==> src/hw/fault_status_pkg.sv <==
`default_nettype none
package fault_status_pkg;

  // Register addresses as seen by the register read command
  localparam logic [4:0] ADDR_GENERAL = 5'h02;
  localparam logic [4:0] ADDR_POS     = 5'h03;
  localparam logic [4:0] ADDR_NEG     = 5'h04;
  localparam logic [4:0] ADDR_SERIAL  = 5'h05;
  localparam int         ADDR_W       = 5;

  // Register width and reset values
  localparam int         REG_W        = 8;
  localparam logic [7:0] GENERAL_RST  = 8'h00;
  localparam logic [7:0] POS_RST      = 8'h00;
  localparam logic [7:0] NEG_RST      = 8'h00;
  localparam logic [7:0] UNMAPPED_VAL = 8'h00;

  // General fault register field positions
  localparam int BIT_RESERVED   = 7;
  localparam int BIT_CMD_FAULT  = 6;
  localparam int BIT_SERIAL_SUM = 5;
  localparam int BIT_INPUT_SUM  = 4;
  localparam int BIT_WATCHDOG   = 3;
  localparam int BIT_REALIGN    = 2;
  localparam int BIT_OVERRUN    = 1;
  localparam int BIT_CHECK      = 0;

  // Threshold registers: channel flags in the low nibble, rest reserved
  localparam int MAX_CH         = 4;
  localparam int SERIAL_BITS_W  = 3;
  localparam int THRESH_SEL_W   = 3;

  // Index of each sticky flag inside the sticky flag bank
  localparam int STK_CMD        = 0;
  localparam int STK_WDT        = 1;
  localparam int STK_REALIGN    = 2;
  localparam int STK_OVERRUN    = 3;
  localparam int STK_CHECK      = 4;
  localparam int STK_N          = 5;

  // Command classes delivered by the command decoder
  typedef enum logic [2:0] {
    CMD_NULL,
    CMD_RREG,
    CMD_LOCK,
    CMD_UNLOCK,
    CMD_OTHER
  } cmd_kind_t;

endpackage
`default_nettype wire

==> src/hw/level_sync.sv <==
`default_nettype none
module level_sync
  import fault_status_pkg::*;
#(
  parameter int W        = 1,
  parameter bit RST_VAL  = 1'b1
) (
  // Clock and reset
  input  wire logic         clk,
  input  wire logic         resetn,
  // Asynchronous level in, synchronised level out
  input  wire logic [W-1:0] async_in,
  output logic      [W-1:0] sync_out
);

  logic [W-1:0] meta_q;

  // Refused at elaboration: a zero-width chain has nothing to carry
  if (W < 1) begin : g_bad_w
    $error("level_sync needs W of at least 1");
  end

  // First stage is read only by the second stage
  always_ff @(posedge clk) begin
    if (!resetn) begin
      meta_q   <= {W{RST_VAL}};
      sync_out <= {W{RST_VAL}};
    end else begin
      meta_q   <= async_in;
      sync_out <= meta_q;
    end
  end

endmodule
`default_nettype wire

==> src/hw/sticky_flags.sv <==
`default_nettype none
module sticky_flags
  import fault_status_pkg::*;
#(
  parameter int N = STK_N
) (
  // Clock and reset
  input  wire logic         clk,
  input  wire logic         resetn,
  // Per-flag set and clear events
  input  wire logic [N-1:0] set_ev,
  input  wire logic [N-1:0] clr_ev,
  output logic      [N-1:0] flag_q
);

  // Refused at elaboration: an empty bank has no flags to hold
  if (N < 1) begin : g_bad_n
    $error("sticky_flags needs N of at least 1");
  end

  // Set beats clear so a fault arriving at a read is kept
  for (genvar i = 0; i < N; i++) begin : g_flag
    always_ff @(posedge clk) begin
      if (!resetn) begin
        flag_q[i] <= 1'b0;
      end else if (set_ev[i]) begin
        flag_q[i] <= 1'b1;
      end else if (clr_ev[i]) begin
        flag_q[i] <= 1'b0;
      end
    end
  end

endmodule
`default_nettype wire

==> src/hw/adc_fault_status_regs.sv <==
`default_nettype none
module adc_fault_status_regs
  import fault_status_pkg::*;
#(
  parameter int NUM_CH = MAX_CH
) (
  // Clock and reset
  input  wire logic                    clk,
  input  wire logic                    resetn,
  // Command decoder events
  input  wire logic                    cmd_valid,
  input  wire cmd_kind_t               cmd_kind,
  input  wire logic                    cmd_recognized,
  input  wire logic                    cmd_check_fail,
  input  wire logic                    interface_locked,
  output logic                         cmd_execute_q,
  // Register read port
  input  wire logic                    rd_strobe,
  input  wire logic [ADDR_W-1:0]       rd_addr,
  output logic                         rd_valid_q,
  output logic [REG_W-1:0]             rd_data_q,
  // Null command status response
  output logic                         status_valid_q,
  output logic [REG_W-1:0]             status_q,
  // Fault sources
  input  wire logic [SERIAL_BITS_W-1:0] serial_fault_bits,
  input  wire logic [MAX_CH-1:0]       pos_over,
  input  wire logic [MAX_CH-1:0]       neg_over,
  input  wire logic [THRESH_SEL_W-1:0] comparator_threshold,
  output logic [THRESH_SEL_W-1:0]      comparator_threshold_q,
  input  wire logic                    watchdog_expired,
  input  wire logic                    sync_realign,
  input  wire logic                    sync_slave_mode,
  input  wire logic                    conversion_done,
  input  wire logic                    hamming_en,
  input  wire logic                    hamming_uncorrectable,
  input  wire logic                    crc_fail,
  // Serial link pin
  input  wire logic                    cs_n
);

  // Only the two-channel and four-channel variants exist
  if (NUM_CH != 2 && NUM_CH != MAX_CH) begin : g_bad_ch
    $error("NUM_CH must be 2 or 4");
  end

  localparam logic [MAX_CH-1:0] CH_MASK = (NUM_CH == MAX_CH) ? 4'hf : 4'h3;

  logic                    frame_active;
  logic                    cs_n_sync;
  logic [STK_N-1:0]        stk_set;
  logic [STK_N-1:0]        stk_clr;
  logic [STK_N-1:0]        stk_q;
  logic [MAX_CH-1:0]       pos_q;
  logic [MAX_CH-1:0]       neg_q;
  logic                    serial_sum_q;
  logic                    input_sum_q;
  logic                    pos_seen_q;
  logic                    neg_seen_q;
  logic                    cmd_fault_ev;
  logic                    check_ev;
  logic                    null_accept;
  logic                    gen_xfer;
  logic                    serial_xfer;
  logic                    pos_rd;
  logic                    neg_rd;
  logic                    any_thresh;
  logic [REG_W-1:0]        general_val;
  logic [REG_W-1:0]        pos_val;
  logic [REG_W-1:0]        neg_val;

  // Chip select comes from a pin, so it is synchronised first
  level_sync #(
    .W       (1),
    .RST_VAL (1'b1)
  ) u_cs_sync (
    .clk      (clk),
    .resetn   (resetn),
    .async_in (cs_n),
    .sync_out (cs_n_sync)
  );
  assign frame_active = !cs_n_sync;

  // Command classification
  assign check_ev     = (hamming_uncorrectable && hamming_en) || crc_fail;
  assign cmd_fault_ev = cmd_valid && !cmd_check_fail &&
                        (!cmd_recognized ||
                         (interface_locked && cmd_kind == CMD_OTHER));
  assign null_accept  = cmd_valid && !cmd_check_fail && cmd_recognized &&
                        cmd_kind == CMD_NULL;

  // Transfer events that may clear flags
  assign gen_xfer    = (rd_strobe && rd_addr == ADDR_GENERAL) || null_accept;
  assign serial_xfer = rd_strobe && rd_addr == ADDR_SERIAL;
  assign pos_rd      = rd_strobe && rd_addr == ADDR_POS;
  assign neg_rd      = rd_strobe && rd_addr == ADDR_NEG;

  // Sticky flag events; a set in the same cycle keeps the flag
  assign stk_set[STK_CMD]     = cmd_fault_ev;
  assign stk_clr[STK_CMD]     = gen_xfer;
  assign stk_set[STK_WDT]     = watchdog_expired;
  assign stk_clr[STK_WDT]     = gen_xfer;
  assign stk_set[STK_REALIGN] = sync_realign && sync_slave_mode;
  assign stk_clr[STK_REALIGN] = gen_xfer;
  assign stk_set[STK_OVERRUN] = conversion_done && frame_active;
  assign stk_clr[STK_OVERRUN] = gen_xfer;
  assign stk_set[STK_CHECK]   = check_ev;
  assign stk_clr[STK_CHECK]   = serial_xfer;

  sticky_flags #(
    .N (STK_N)
  ) u_flags (
    .clk    (clk),
    .resetn (resetn),
    .set_ev (stk_set),
    .clr_ev (stk_clr),
    .flag_q (stk_q)
  );

  // Threshold capture; missing channels are forced low
  always_ff @(posedge clk) begin
    if (!resetn) begin
      pos_q <= POS_RST[MAX_CH-1:0];
      neg_q <= NEG_RST[MAX_CH-1:0];
    end else begin
      pos_q <= pos_over & CH_MASK;
      neg_q <= neg_over & CH_MASK;
    end
  end

  // Threshold select forwarded to the comparators
  always_ff @(posedge clk) begin
    if (!resetn) begin
      comparator_threshold_q <= '0;
    end else begin
      comparator_threshold_q <= comparator_threshold;
    end
  end

  // Serial summary follows the serial bits and holds until read
  always_ff @(posedge clk) begin
    if (!resetn) begin
      serial_sum_q <= 1'b0;
    end else if (|serial_fault_bits) begin
      serial_sum_q <= 1'b1;
    end else if (serial_xfer) begin
      serial_sum_q <= 1'b0;
    end
  end

  // Read tracking of both threshold registers; a fault while the summary is clear restarts it
  assign any_thresh = |(pos_q | neg_q);
  always_ff @(posedge clk) begin
    if (!resetn) begin
      pos_seen_q <= 1'b0;
      neg_seen_q <= 1'b0;
    end else if (any_thresh && !input_sum_q) begin
      pos_seen_q <= 1'b0;
      neg_seen_q <= 1'b0;
    end else begin
      pos_seen_q <= pos_seen_q || pos_rd;
      neg_seen_q <= neg_seen_q || neg_rd;
    end
  end

  // Input summary clears only once both reads happened and inputs are quiet
  always_ff @(posedge clk) begin
    if (!resetn) begin
      input_sum_q <= 1'b0;
    end else if (any_thresh) begin
      input_sum_q <= 1'b1;
    end else if (pos_seen_q && neg_seen_q) begin
      input_sum_q <= 1'b0;
    end
  end

  // Register images; reserved bits are constant zero
  always_comb begin
    general_val                 = GENERAL_RST;
    general_val[BIT_RESERVED]   = 1'b0;
    general_val[BIT_CMD_FAULT]  = stk_q[STK_CMD];
    general_val[BIT_SERIAL_SUM] = serial_sum_q;
    general_val[BIT_INPUT_SUM]  = input_sum_q;
    general_val[BIT_WATCHDOG]   = stk_q[STK_WDT];
    general_val[BIT_REALIGN]    = stk_q[STK_REALIGN];
    general_val[BIT_OVERRUN]    = stk_q[STK_OVERRUN];
    general_val[BIT_CHECK]      = stk_q[STK_CHECK];
    pos_val                     = {{(REG_W-MAX_CH){1'b0}}, pos_q};
    neg_val                     = {{(REG_W-MAX_CH){1'b0}}, neg_q};
  end

  // Read port; addresses not held here answer zero
  always_ff @(posedge clk) begin
    if (!resetn) begin
      rd_valid_q <= 1'b0;
      rd_data_q  <= UNMAPPED_VAL;
    end else begin
      rd_valid_q <= rd_strobe;
      if (rd_strobe) begin
        case (rd_addr)
          ADDR_GENERAL: rd_data_q <= general_val;
          ADDR_POS:     rd_data_q <= pos_val;
          ADDR_NEG:     rd_data_q <= neg_val;
          default:      rd_data_q <= UNMAPPED_VAL;
        endcase
      end
    end
  end

  // Null command response carries the general register
  always_ff @(posedge clk) begin
    if (!resetn) begin
      status_valid_q <= 1'b0;
      status_q       <= GENERAL_RST;
    end else begin
      status_valid_q <= null_accept;
      if (null_accept) begin
        status_q <= general_val;
      end
    end
  end

  // Only clean, valid commands go on to execution
  always_ff @(posedge clk) begin
    if (!resetn) begin
      cmd_execute_q <= 1'b0;
    end else begin
      cmd_execute_q <= cmd_valid && !cmd_fault_ev && !cmd_check_fail;
    end
  end
endmodule
`default_nettype wire

==> config.mk <==
export PLATFORM = sky130hd
export DESIGN_NAME = adc_fault_status_regs
export DESIGN_NICKNAME = d
export VERILOG_FILES = /design/src/hw/fault_status_pkg.sv /design/src/hw/level_sync.sv /design/src/hw/sticky_flags.sv /design/src/hw/adc_fault_status_regs.sv
export SDC_FILE = /design/constraint.sdc
export NUM_CORES = 1
export LEC_CHECK = 0
export ABC_AREA = 1
export ABC_CLOCK_PERIOD_IN_PS = 1500
export BUFFER_PORTS_ARGS = -buffer_cell sky130_fd_sc_hd__buf_4
export CELL_PAD_IN_SITES_DETAIL_PLACEMENT = 0
export CELL_PAD_IN_SITES_GLOBAL_PLACEMENT = 1
export CORE_UTILIZATION = 33
export CTS_CLUSTER_DIAMETER = 60
export DETAILED_ROUTE_END_ITERATION = 10
export PLACE_DENSITY = 0.87
export SYNTH_ARGS = -nofsm -noshare
export SYNTH_HDL_FRONTEND = slang
export SYNTH_SLANG_ARGS = --single-unit
==> constraint.sdc <==
create_clock -name clk -period 1.5 [get_ports clk]
set_input_delay 0.3 -clock clk [delete_from_list [all_inputs] [get_ports clk]]
set_output_delay 0.3 -clock clk [all_outputs]
set_load 0.02 [all_outputs]
After elaboration in Yosys (flattened, before gate mapping)

Index checks and enable logic that the tools add are counted.

Register bits after elaboration: 40
Output and inout port bits: 22
Bits of input ports: 37
Logic and storage cells: 74

Reduce and logical (&&, ||, !) cells: 37
Eq/ne operators: 5
Muxes and demuxes: 11
Bitwise operators: 2

Operators by type and width:

| cell                                          | number |
|---|---|
| one-hot mux 7 bit (3 select lines)            | 1 |
| logical AND 1 bit                             | 16 |
| nonzero test 2 bit                            | 7 |
| == test 5 x 2 -> 1 bit, second input constant | 2 |
| == test 5 x 3 -> 1 bit, second input constant | 2 |
| two-way mux 1 bit                             | 10 |
| zero test 1 bit                               | 5 |
| logical OR 1 bit                              | 5 |
| bitwise OR 4 bit                              | 1 |
| OR reduction 4 bit                            | 1 |
| == test 3 bit, second input constant          | 1 |
| zero test 3 bit                               | 1 |
| OR reduction 3 bit                            | 1 |
| OR reduction 2 bit                            | 1 |
| inverter 1 bit                                | 1 |

Logic depth before layout (Yosys ltp)

Gate-level depths: netlist (run 1).

Depth after elaboration: 7
Gate-level depth with buffers: 7
Depth with buffers taken out: 7

By module

From an unflattened synthesis (run 1), not the netlist that was laid out.

Cells, all modules: 205
Area total of the unflattened synthesis: 1536.5 um2

Modules (own cells, without submodules):

| module                | area an instance (um2) | times used | seq. area each (um2) | cells an instance |
|---|---|---|---|---|
| adc_fault_status_regs | 1296.2                 | 1          | 640.6                | 173 |
| sticky_flags          | 185.2                  | 1          | 100.1                | 26 |
| level_sync            | 55.1                   | 1          | 40.0                 | 6 |

Least setup slack after synthesis (run 1)

Ideal clock, no wire load.

Path type: input to register
From: input cmd_kind[1]
To: register status_q[0]
Stages on the path: 6
Library setup time: 113 ps
Buffers on the path: 1
Setup slack: 371 ps
Required time: 1387 ps
Arrival time: 1016 ps
Path through: or2_1 > nor2_2 > nand3_2 > buf_6 > o21ai_1 > nor2_1

Longest elaborated chain between the ends: 2

Ends and longest elaborated chain:

| item                 | RTL line                     | text |
|---|---|---|
| start, declared      | adc_fault_status_regs.sv:12  | `input wire cmd_kind_t cmd_kind,` |
| zero test 3 bit      | adc_fault_status_regs.sv:90  | `cmd_kind == CMD_NULL;` |
| logical AND 1 bit    | adc_fault_status_regs.sv:89  | `assign null_accept = cmd_valid && !cmd_check_fail && cmd_recognized &&` |
| end signal, assigned | adc_fault_status_regs.sv:218 | `status_q <= general_val;` |
| end, declared        | adc_fault_status_regs.sv:24  | `output logic [REG_W-1:0] status_q,` |

No other way between the ends.
A chain may end at the register's enable or synchronous reset.

Final worst setup path (run 1)

From: register rd_data_q[1]
To: output rd_data_q[1]

RTL lines:

| item                   | RTL line                     | text |
|---|---|---|
| start, declared        | adc_fault_status_regs.sv:21  | `output logic [REG_W-1:0] rd_data_q,` |
| start signal, assigned | adc_fault_status_regs.sv:201 | `ADDR_GENERAL: rd_data_q <= general_val;` |
| start signal, assigned | adc_fault_status_regs.sv:202 | `ADDR_POS: rd_data_q <= pos_val;` |
| start signal, assigned | adc_fault_status_regs.sv:203 | `ADDR_NEG: rd_data_q <= neg_val;` |

No word-level cell between the ends.

==> results of run 1 <==
## metrics by stage
step	total power, mW	util	setup slack [ns]
after floorplan	1.22	-	0.371
after global placement	1.34	0.453	0.163
after detailed placement	1.35	0.453	0.0967
after CTS	2.35	0.483	0.390
after global routing	2.42	0.483	0.308
final	2.33	0.483	0.408
## metal layers
layer  vias up  wire length [um]  global-route usage
li1        728                 -                   -
met1       585              1370               0.162
met2        48              1470               0.230
met3        11               240              0.0465
met4         0                87              0.0711
met5         -                 0                   0
## power breakdown
group          leakage, nW  switching, mW  internal (mW)
clock network       0.0654          0.342          0.664
registers            0.320         0.0217           1.07
logic                0.635          0.113          0.112
total                 1.02          0.478           1.85
## cell type report
class | instances | area [um2] | share of cell area
tap | 52 | 65.1 | 0.0307
clock buffer | 6 | 72.6 | 0.0342
inverter | 23 | 86.3 | 0.0407
timing repair buffer | 60 | 450 | 0.213
multi-input combinational | 121 | 604 | 0.285
sequential | 39 | 781 | 0.368
clock inverter | 2 | 60.1 | 0.0283
## sequential cells by signal, indices dropped and copies added (netlist names)
register,cells
input_sum_q,1
pos_q,4
u_flags.flag_q,5
status_q,7
cmd_execute_q,1
neg_q,4
pos_seen_q,1
serial_sum_q,1
comparator_threshold_q,3
u_cs_sync.meta_q,1
rd_data_q,7
u_cs_sync.sync_out,1
rd_valid_q,1
status_valid_q,1
neg_seen_q,1
## logic make-up (layout without fill, tap and decap cells)
family / after synthesis / in the layout / synth area share
DFF: 39 / 39 / 0.516
AOI/OAI and AO/OA: 26 / 26 / 0.0968
and+or+nand+nor: 93 / 93 / 0.298
buffers and inverters: 30 / 91 / 0.0868
other: 1 / 2 / 0.00248
## cell usage after synthesis, drive strengths merged
cell type  number  area share
o21ai           9       0.032
nand4          14       0.058
a21oi          16       0.060
conb            1      0.0025
buf             5       0.025
nor3            1      0.0033
clkinv          1      0.0025
a31oi           1      0.0041
nor4            1      0.0041
or2             3       0.012
inv            22       0.055
nand3          10       0.045
and2            1      0.0058
dfxtp          39        0.52
clkbuf          2      0.0050
nor2           27       0.080
nand2          36       0.089
## path summary, 6_finish.rpt
check | startpoint | to | slack [ns] | cells past startpoint
min reg2reg | u_cs_sync.meta_q | u_cs_sync.sync_out | 0.41 | 1
max reg2reg | neg_q[0] | neg_seen_q | 0.58 | 5
min | cmd_check_fail | cmd_execute_q | 0.17 | 2
max | rd_data_q[1] | rd_data_q[1] | 0.41 | 1
==> flow_metrics.tcl, run 1 <==
set metrics [dict create \
    status "complete, no violations" \
    fin_nets 287 \
    io_pins 59 \
    critical_path_class "reg2out" \
    clk_latency_ns 0.29 \
    drt_first_pass_iters 4 \
    syn_area_per_cell_um2 8.00 \
    required_ns 1.20 \
    worst-path-buf-inv 1 \
    place_area_um2 1990 \
    synth_cells 189 \
    timing.fmax_ghz 0.916 \
    drive_gt1_frac 0.331 \
    overflow 0 \
    synth.distinct_cells 28 \
    numCtsBuffers 5 \
    fin_area_um2 2120 \
    clk_path_buf_depth 2 \
    n_fill_cell 457 \
    hp-class "in2reg" \
    final_common_cell "buf_4" \
    setup_viol_count_final 0 \
    dp_hpwl_mm 2.46 \
    cap_violations 0 \
    gp_congestion 0.837 \
    die_x_um 69.7 \
    path_clk_slew_ns 0.07 \
    final_cell_mix "buf_4, dfxtp_1, nand2_1" \
    clock_skew_ns 0.00737 \
    post-place-cells 295 \
    ant_nets 0 \
    grtUsageTotal 0.140 \
    post-cts-setup-buffers 0 \
    cp_cell_sequence "buf_4" \
    antenna_found_initial 0 \
    yosysSeqAreaShare 0.516 \
    dieArea_um2 4860 \
    hold_violations 0 \
    core-area_um2 4380 \
    maxSlewViolCount 0 \
    grt_pass1_wl_mm 5.30 \
    worst-path-max-fanout 2 \
    cts-root-buf "clkbuf_8" \
    rows 24 \
    critPathTopFamily "flip-flops" \
    clock-sinks 39 \
    area_delta_synth_final_pct 40.1 \
    ir_worst_vdd_v 0.000684 \
    die_h_um 69.7 \
    endpoint_kind "primary output" \
    grt_max_degree 21 \
    startpoint_type "flip-flop" \
    drt-initial-drc-count 29 \
    htreeDepth 2 \
    cp_data_arrival_time_ns 0.79 \
    cts_resized 0 \
    drc 0 \
    totalWireLength_mm 3.16 \
    finalCriticalPeriod_ns 1.09 \
    setup_tns_ns 0 \
    holdBufCountCts 0 \
    netlist_area_um2 1510 \
    period_share 0.728 \
    ys_ff_latch 39 \
    routed-via-count 1372 \
    start_util 0.345 \
    yosysWarnings 0 \
    via_per_inst 4.53 \
    diodes 0 \
    grt_pass1_vias 1246 \
    rsz0062_at_grt "false" \
    routedWlPerCell_um 10.4 \
    power_density_nw_per_um2 1100 \
    slowest_stage "dfxtp_1" \
    whs_ns 0.174 \
    final_cells 303 \
    io_buffers 56 \
    slowest_delay_ns 0.35 \
    cts_tree "done" \
    power.leakage_nw 1.02 \
]
Power figures use the tool's default switching activity.
==> run 2: changes to the inputs <==
--- a/config.mk
+++ b/config.mk
@@ -6,14 +6,14 @@
 export NUM_CORES = 1
 export LEC_CHECK = 0
 export ABC_AREA = 1
-export ABC_CLOCK_PERIOD_IN_PS = 1500
+export ABC_CLOCK_PERIOD_IN_PS = 1000
 export BUFFER_PORTS_ARGS = -buffer_cell sky130_fd_sc_hd__buf_4
 export CELL_PAD_IN_SITES_DETAIL_PLACEMENT = 0
 export CELL_PAD_IN_SITES_GLOBAL_PLACEMENT = 1
-export CORE_UTILIZATION = 33
+export CORE_UTILIZATION = 30
 export CTS_CLUSTER_DIAMETER = 60
 export DETAILED_ROUTE_END_ITERATION = 10
-export PLACE_DENSITY = 0.87
+export PLACE_DENSITY = 0.84
 export SYNTH_ARGS = -nofsm -noshare
 export SYNTH_HDL_FRONTEND = slang
 export SYNTH_SLANG_ARGS = --single-unit
==> constraint.sdc (replaced) <==
create_clock -name clk -period 1 [get_ports clk]
set_input_delay 0.2 -clock clk [delete_from_list [all_inputs] [get_ports clk]]
set_output_delay 0.2 -clock clk [all_outputs]
set_load 0.02 [all_outputs]
==> run 2 against run 1 <==
Effect of this change: via count is 1.0% lower; routed wire length grew 2.7%; flip-flop and latch count stayed put; register-to-register slack got worse by 0.47 ns; sequential share of layout area increased by 0.19 points; hold slack worse by 0.090 ns; sequential power is 50% higher; largest power group unchanged.
==> flow_metrics.tcl, run 2 (same netlist as run 1, synthesis figures left out) <==
set metrics [dict create \
    power.leakage_nw 1.02 \
    hp-class "in2reg" \
    endpoint_kind "primary output" \
    status "complete, no violations" \
    overflow 0 \
    drc 0 \
    worst-path-max-fanout 2 \
    final_cell_mix "buf_4, nand2_1, dfxtp_1" \
    cts_tree "done" \
    cap_violations 0 \
    cp_cell_sequence "buf_4" \
    required_ns 0.80 \
    rows 25 \
    n_fill_cell 500 \
    timing.fmax_ghz 1.04 \
    grtUsageTotal 0.132 \
    diodes 0 \
    holdBufCountCts 0 \
    reg_top3 "rd_data_q x7, status_q x7, u_flags.flag_q x5" \
    cts_resized 2 \
    io_pins 59 \
    via_per_inst 4.23 \
    ant_nets 0 \
    seq_area_um2 791 \
    drive_gt1_frac 0.370 \
    setup_viol_count_final 0 \
    path_clk_slew_ns 0.07 \
    routed-via-count 1358 \
    utilization 0.446 \
    period_share 0.959 \
    grt_max_degree 16 \
    final_common_cell "buf_4" \
    gp_congestion 0.824 \
    post-cts-setup-buffers 0 \
    clk_path_buf_depth 2 \
    die_x_um 73.0 \
    routedWlPerCell_um 10.1 \
    slowest_stage "dfxtp_2" \
    maxSlewViolCount 0 \
    fin_nets 292 \
    cp_data_arrival_time_ns 0.76 \
    cts-root-buf "clkbuf_8" \
    grt_pass1_wl_mm 5.29 \
    hold_path.startpoint "cmd_check_fail" \
    drt_first_pass_iters 4 \
    area_delta_synth_final_pct 41.2 \
    r2r_start "neg_q[0]" \
    die_h_um 73.0 \
    ir_worst_vdd_v 0.000873 \
    multi_input_area_um2 612 \
    drt-initial-drc-count 73 \
    io_buffers 56 \
    slowest_delay_ns 0.33 \
    power_density_nw_per_um2 1380 \
    rsz0062_at_grt "true" \
    antenna_found_initial 0 \
    htreeDepth 2 \
    dp_hpwl_mm 2.57 \
    totalWireLength_mm 3.25 \
    final_cells 321 \
    critical_path_class "reg2out" \
    finalCriticalPeriod_ns 0.959 \
    critPathTopFamily "flip-flops" \
    grt_pass1_vias 1218 \
    worstSetupStartpoint "status_q[2]" \
    clk_latency_ns 0.28 \
    start_util 0.316 \
    core-area_um2 4790 \
    worst-path-buf-inv 1 \
    numCtsBuffers 5 \
    hold_violations 0 \
    dieArea_um2 5330 \
    post-place-cells 315 \
    clock-sinks 39 \
    clock_skew_ns 0.00470 \
    whs_ns 0.0838 \
    startpoint_type "flip-flop" \
]
## run 2: cell types whose count changed in the layout (fill, tap and decap cells not counted)
cell	change
buf_4	+5
o21ai_1	+1
dfxtp_2	+8
nand3_4	+1
inv_4	+1
bufinv_16	-2
o21ai_0	-1
dfxtp_1	-8
inv_2	-1
nand3_2	-1
## run 2: cell type report
type / count / share of cell area
sequential: 39 / 0.370
multi-input combinational: 121 / 0.286
timing repair buffer: 65 / 0.228
inverter: 23 / 0.0416
tap: 67 / 0.0393
clock buffer: 6 / 0.0340
## run 2: metal layers
layer	track usage	wire [um]	vias to the layer above
li1	-	-	737
met1	0.165	1500	571
met2	0.207	1490	43
met3	0.0359	188	7
met4	0.0719	73	0
met5	0	0	-
## run 2: power breakdown
group / internal, mW / total, mW / switching [mW]
combinational: 0.182 / 0.355 / 0.173
clock: 0.464 / 0.941 / 0.477
sequential: 1.61 / 1.64 / 0.0331
## run 2: metrics by stage
step                      power (mW)   TNS, ns  area, um2  setup WS [ns]
after floorplan                 1.84    -0.226       1520        -0.0288
after global placement          2.03     -2.61       2040         -0.239
after detailed placement        2.03     -3.08       2040         -0.297
after CTS                       2.98         0       2120         0.0112
after global routing            3.09  -0.00727       2140       -0.00727
final                           2.94         0       2140         0.0405
## run 2: worst paths after layout
kind / end / slack [ns] / cells after the start
min: cmd_execute_q / 0.08 / 2
max: status_q[2] / 0.04 / 1
max reg2reg: neg_seen_q / 0.11 / 5
min reg2reg: u_cs_sync.sync_out / 0.42 / 1
==> run 3: changes to the inputs <==
--- a/config.mk
+++ b/config.mk
@@ -13,7 +13,7 @@
 export CORE_UTILIZATION = 30
 export CTS_CLUSTER_DIAMETER = 60
 export DETAILED_ROUTE_END_ITERATION = 10
-export PLACE_DENSITY = 0.84
+export PLACE_DENSITY_LB_ADDON = 0.08
 export SYNTH_ARGS = -nofsm -noshare
 export SYNTH_HDL_FRONTEND = slang
 export SYNTH_SLANG_ARGS = --single-unit
==> run 3 against run 2 <==
Effect of this change: hold slack got worse by 0.013 ns; global-route usage increased by 0.94 points; sequential power about the same; clock skew increased by 0.0037 ns; clock power increased by 63%; final cell count increased by 0.62%; critical path type unchanged; critical endpoint unchanged; highest routed layer unchanged.
==> flow_metrics.tcl, run 3 (same netlist as run 1, synthesis figures left out) <==
set metrics [dict create \
    hp-class "in2reg" \
    overflow 0 \
    final_common_cell "buf_4" \
    numCtsBuffers 5 \
    path_clk_slew_ns 0.08 \
    grt_pass1_wl_mm 5.61 \
    ant_nets 0 \
    start_util 0.316 \
    clkPwrFrac 0.432 \
    critical_path_class "reg2out" \
    cp_data_arrival_time_ns 0.77 \
    reg_top3 "rd_data_q x7, status_q x7, u_flags.flag_q x5" \
    grt_pass1_vias 1233 \
    worst-path-max-fanout 2 \
    drt-initial-drc-count 52 \
    slowest_stage "dfxtp_2" \
    rsz0062_at_grt "false" \
    die_h_um 73.0 \
    seqPwrFrac 0.463 \
    critPathTopFamily "flip-flops" \
    clk_latency_ns 0.29 \
    io_pins 59 \
    drc 0 \
    clk_path_buf_depth 2 \
    cts_tree "done" \
    n_fill_cell 508 \
    endpoint_kind "primary output" \
    timing.fmax_ghz 1.04 \
    worst-path-stages 1 \
    worst_slack_ns 0.0338 \
    power.internal_mw 2.80 \
    status "complete, no violations" \
    finalCriticalPeriod_ns 0.966 \
    reg2reg_setup_slack_ns 0.12 \
    period_share 0.966 \
    p_sw_mw 0.745 \
    antenna_found_initial 0 \
    p_total_mw 3.54 \
    startpoint_type "flip-flop" \
    slowest_delay_ns 0.33 \
    clock_skew_ns 0.00835 \
    clock-sinks 39 \
    grt_max_degree 14 \
    drive_gt1_frac 0.391 \
    diodes 0 \
    power_density_nw_per_um2 1590 \
    routed-via-count 1391 \
    rows 25 \
    holdBufCountCts 0 \
    fin_area_um2 2230 \
    place_ws_ns -0.299 \
    io_buffers 56 \
    final_cell_mix "buf_4, nand2_1, dfxtp_1" \
    area_delta_synth_final_pct 47.7 \
    dieArea_um2 5330 \
    post-place-cells 315 \
    required_ns 0.80 \
    rr_worst_depth 5 \
    final_cells 323 \
    htreeDepth 2 \
    maxSlewViolCount 0 \
    place_area_um2 2070 \
    fin_nets 292 \
    cap_violations 0 \
    power.leakage_nw 1.06 \
    hold_violations 0 \
    cp_cell_sequence "buf_4" \
    setup_viol_count_final 0 \
    via_per_inst 4.31 \
    switching_share 0.210 \
    hold-path-cell-count 2 \
    worst-path-buf-inv 1 \
    seq_area_um2 795 \
    totalWireLength_mm 3.33 \
    drt_first_pass_iters 4 \
    multi_input_area_um2 614 \
    cts-root-buf "clkbuf_8" \
    dp_hpwl_mm 2.63 \
    die_x_um 73.0 \
    core-area_um2 4790 \
    ir_worst_vdd_v 0.000877 \
    gp_congestion 0.803 \
    routedWlPerCell_um 10.3 \
    power_frac_comb 0.105 \
    grtUsageTotal 0.142 \
]
==> run 3: changes by cell type in the layout (fill, tap and decap cells not counted), moves of 2 or more <==
cell / delta
buf_6: +2
dfxtp_1: -3
buf_4: -4
dfxtp_2: +3
buf_12: +2
bufinv_16: +2
==> run 3: metal layers <==
metal / wire length (um) / GRT usage
met1: 1560 / 0.183
met2: 1480 / 0.207
met4: 59 / 0.0654
met3: 230 / 0.0552
met5: 0 / 0
==> run 3: what timing repair did <==
item                                    CTS  global route
pin swaps                                 0             1
endpoints found under the setup margin    1            21
setup buffers                             0             0
cloned                                    0             0
gates resized for setup                   1            16
==> run 3: worst paths after layout <==
| kind | start | endpoint |
|---|---|---|
| max | status_q[2] | status_q[2] |
| min | cmd_check_fail | cmd_execute_q |
| min reg2reg | u_cs_sync.meta_q | u_cs_sync.sync_out |
| max reg2reg | neg_q[2] | neg_seen_q |
==> run 3: worst register-to-register path: cells and delay by family, from the launching register on <==
| kind | cells | cell delay [ns] |
|---|---|---|
| DFF | 1 | 0.31 |
| AOI/OAI and AO/OA | 2 | 0.20 |
| and+or+nand+nor | 3 | 0.30 |
==> run 3: area by class of cell <==
class                   count  share of cell area
clock buffers               6              0.0325
multi-input cells         121               0.275
flip-flops and latches     39               0.356
well taps                  67              0.0375
inverters                  23              0.0398
repair buffers             65               0.233
clock inverters             2              0.0269
==> run 3: metrics by stage <==
step / hold WS (ns) / setup TNS (ns) / util
after global routing: 0.0607 / 0 / 0.467
after floorplan: 0.279 / -0.226 / -
after CTS: 0.0623 / 0 / 0.460
after global placement: 0.382 / -3.34 / 0.432
after detailed placement: 0.384 / -3.43 / 0.432
final: 0.0711 / 0 / 0.467
==> run 3: power by group through the flow <==
stage          combinational (mW)  clock (mW)  sequential (mW)
5_1_grt                     0.413        1.64             1.65
3_3_place_gp                0.371           0             1.68
3_5_place_dp                0.371           0             1.68
2_1_floorplan               0.152           0             1.69
6_report                    0.371        1.53             1.64
4_1_cts                     0.372        1.58             1.64
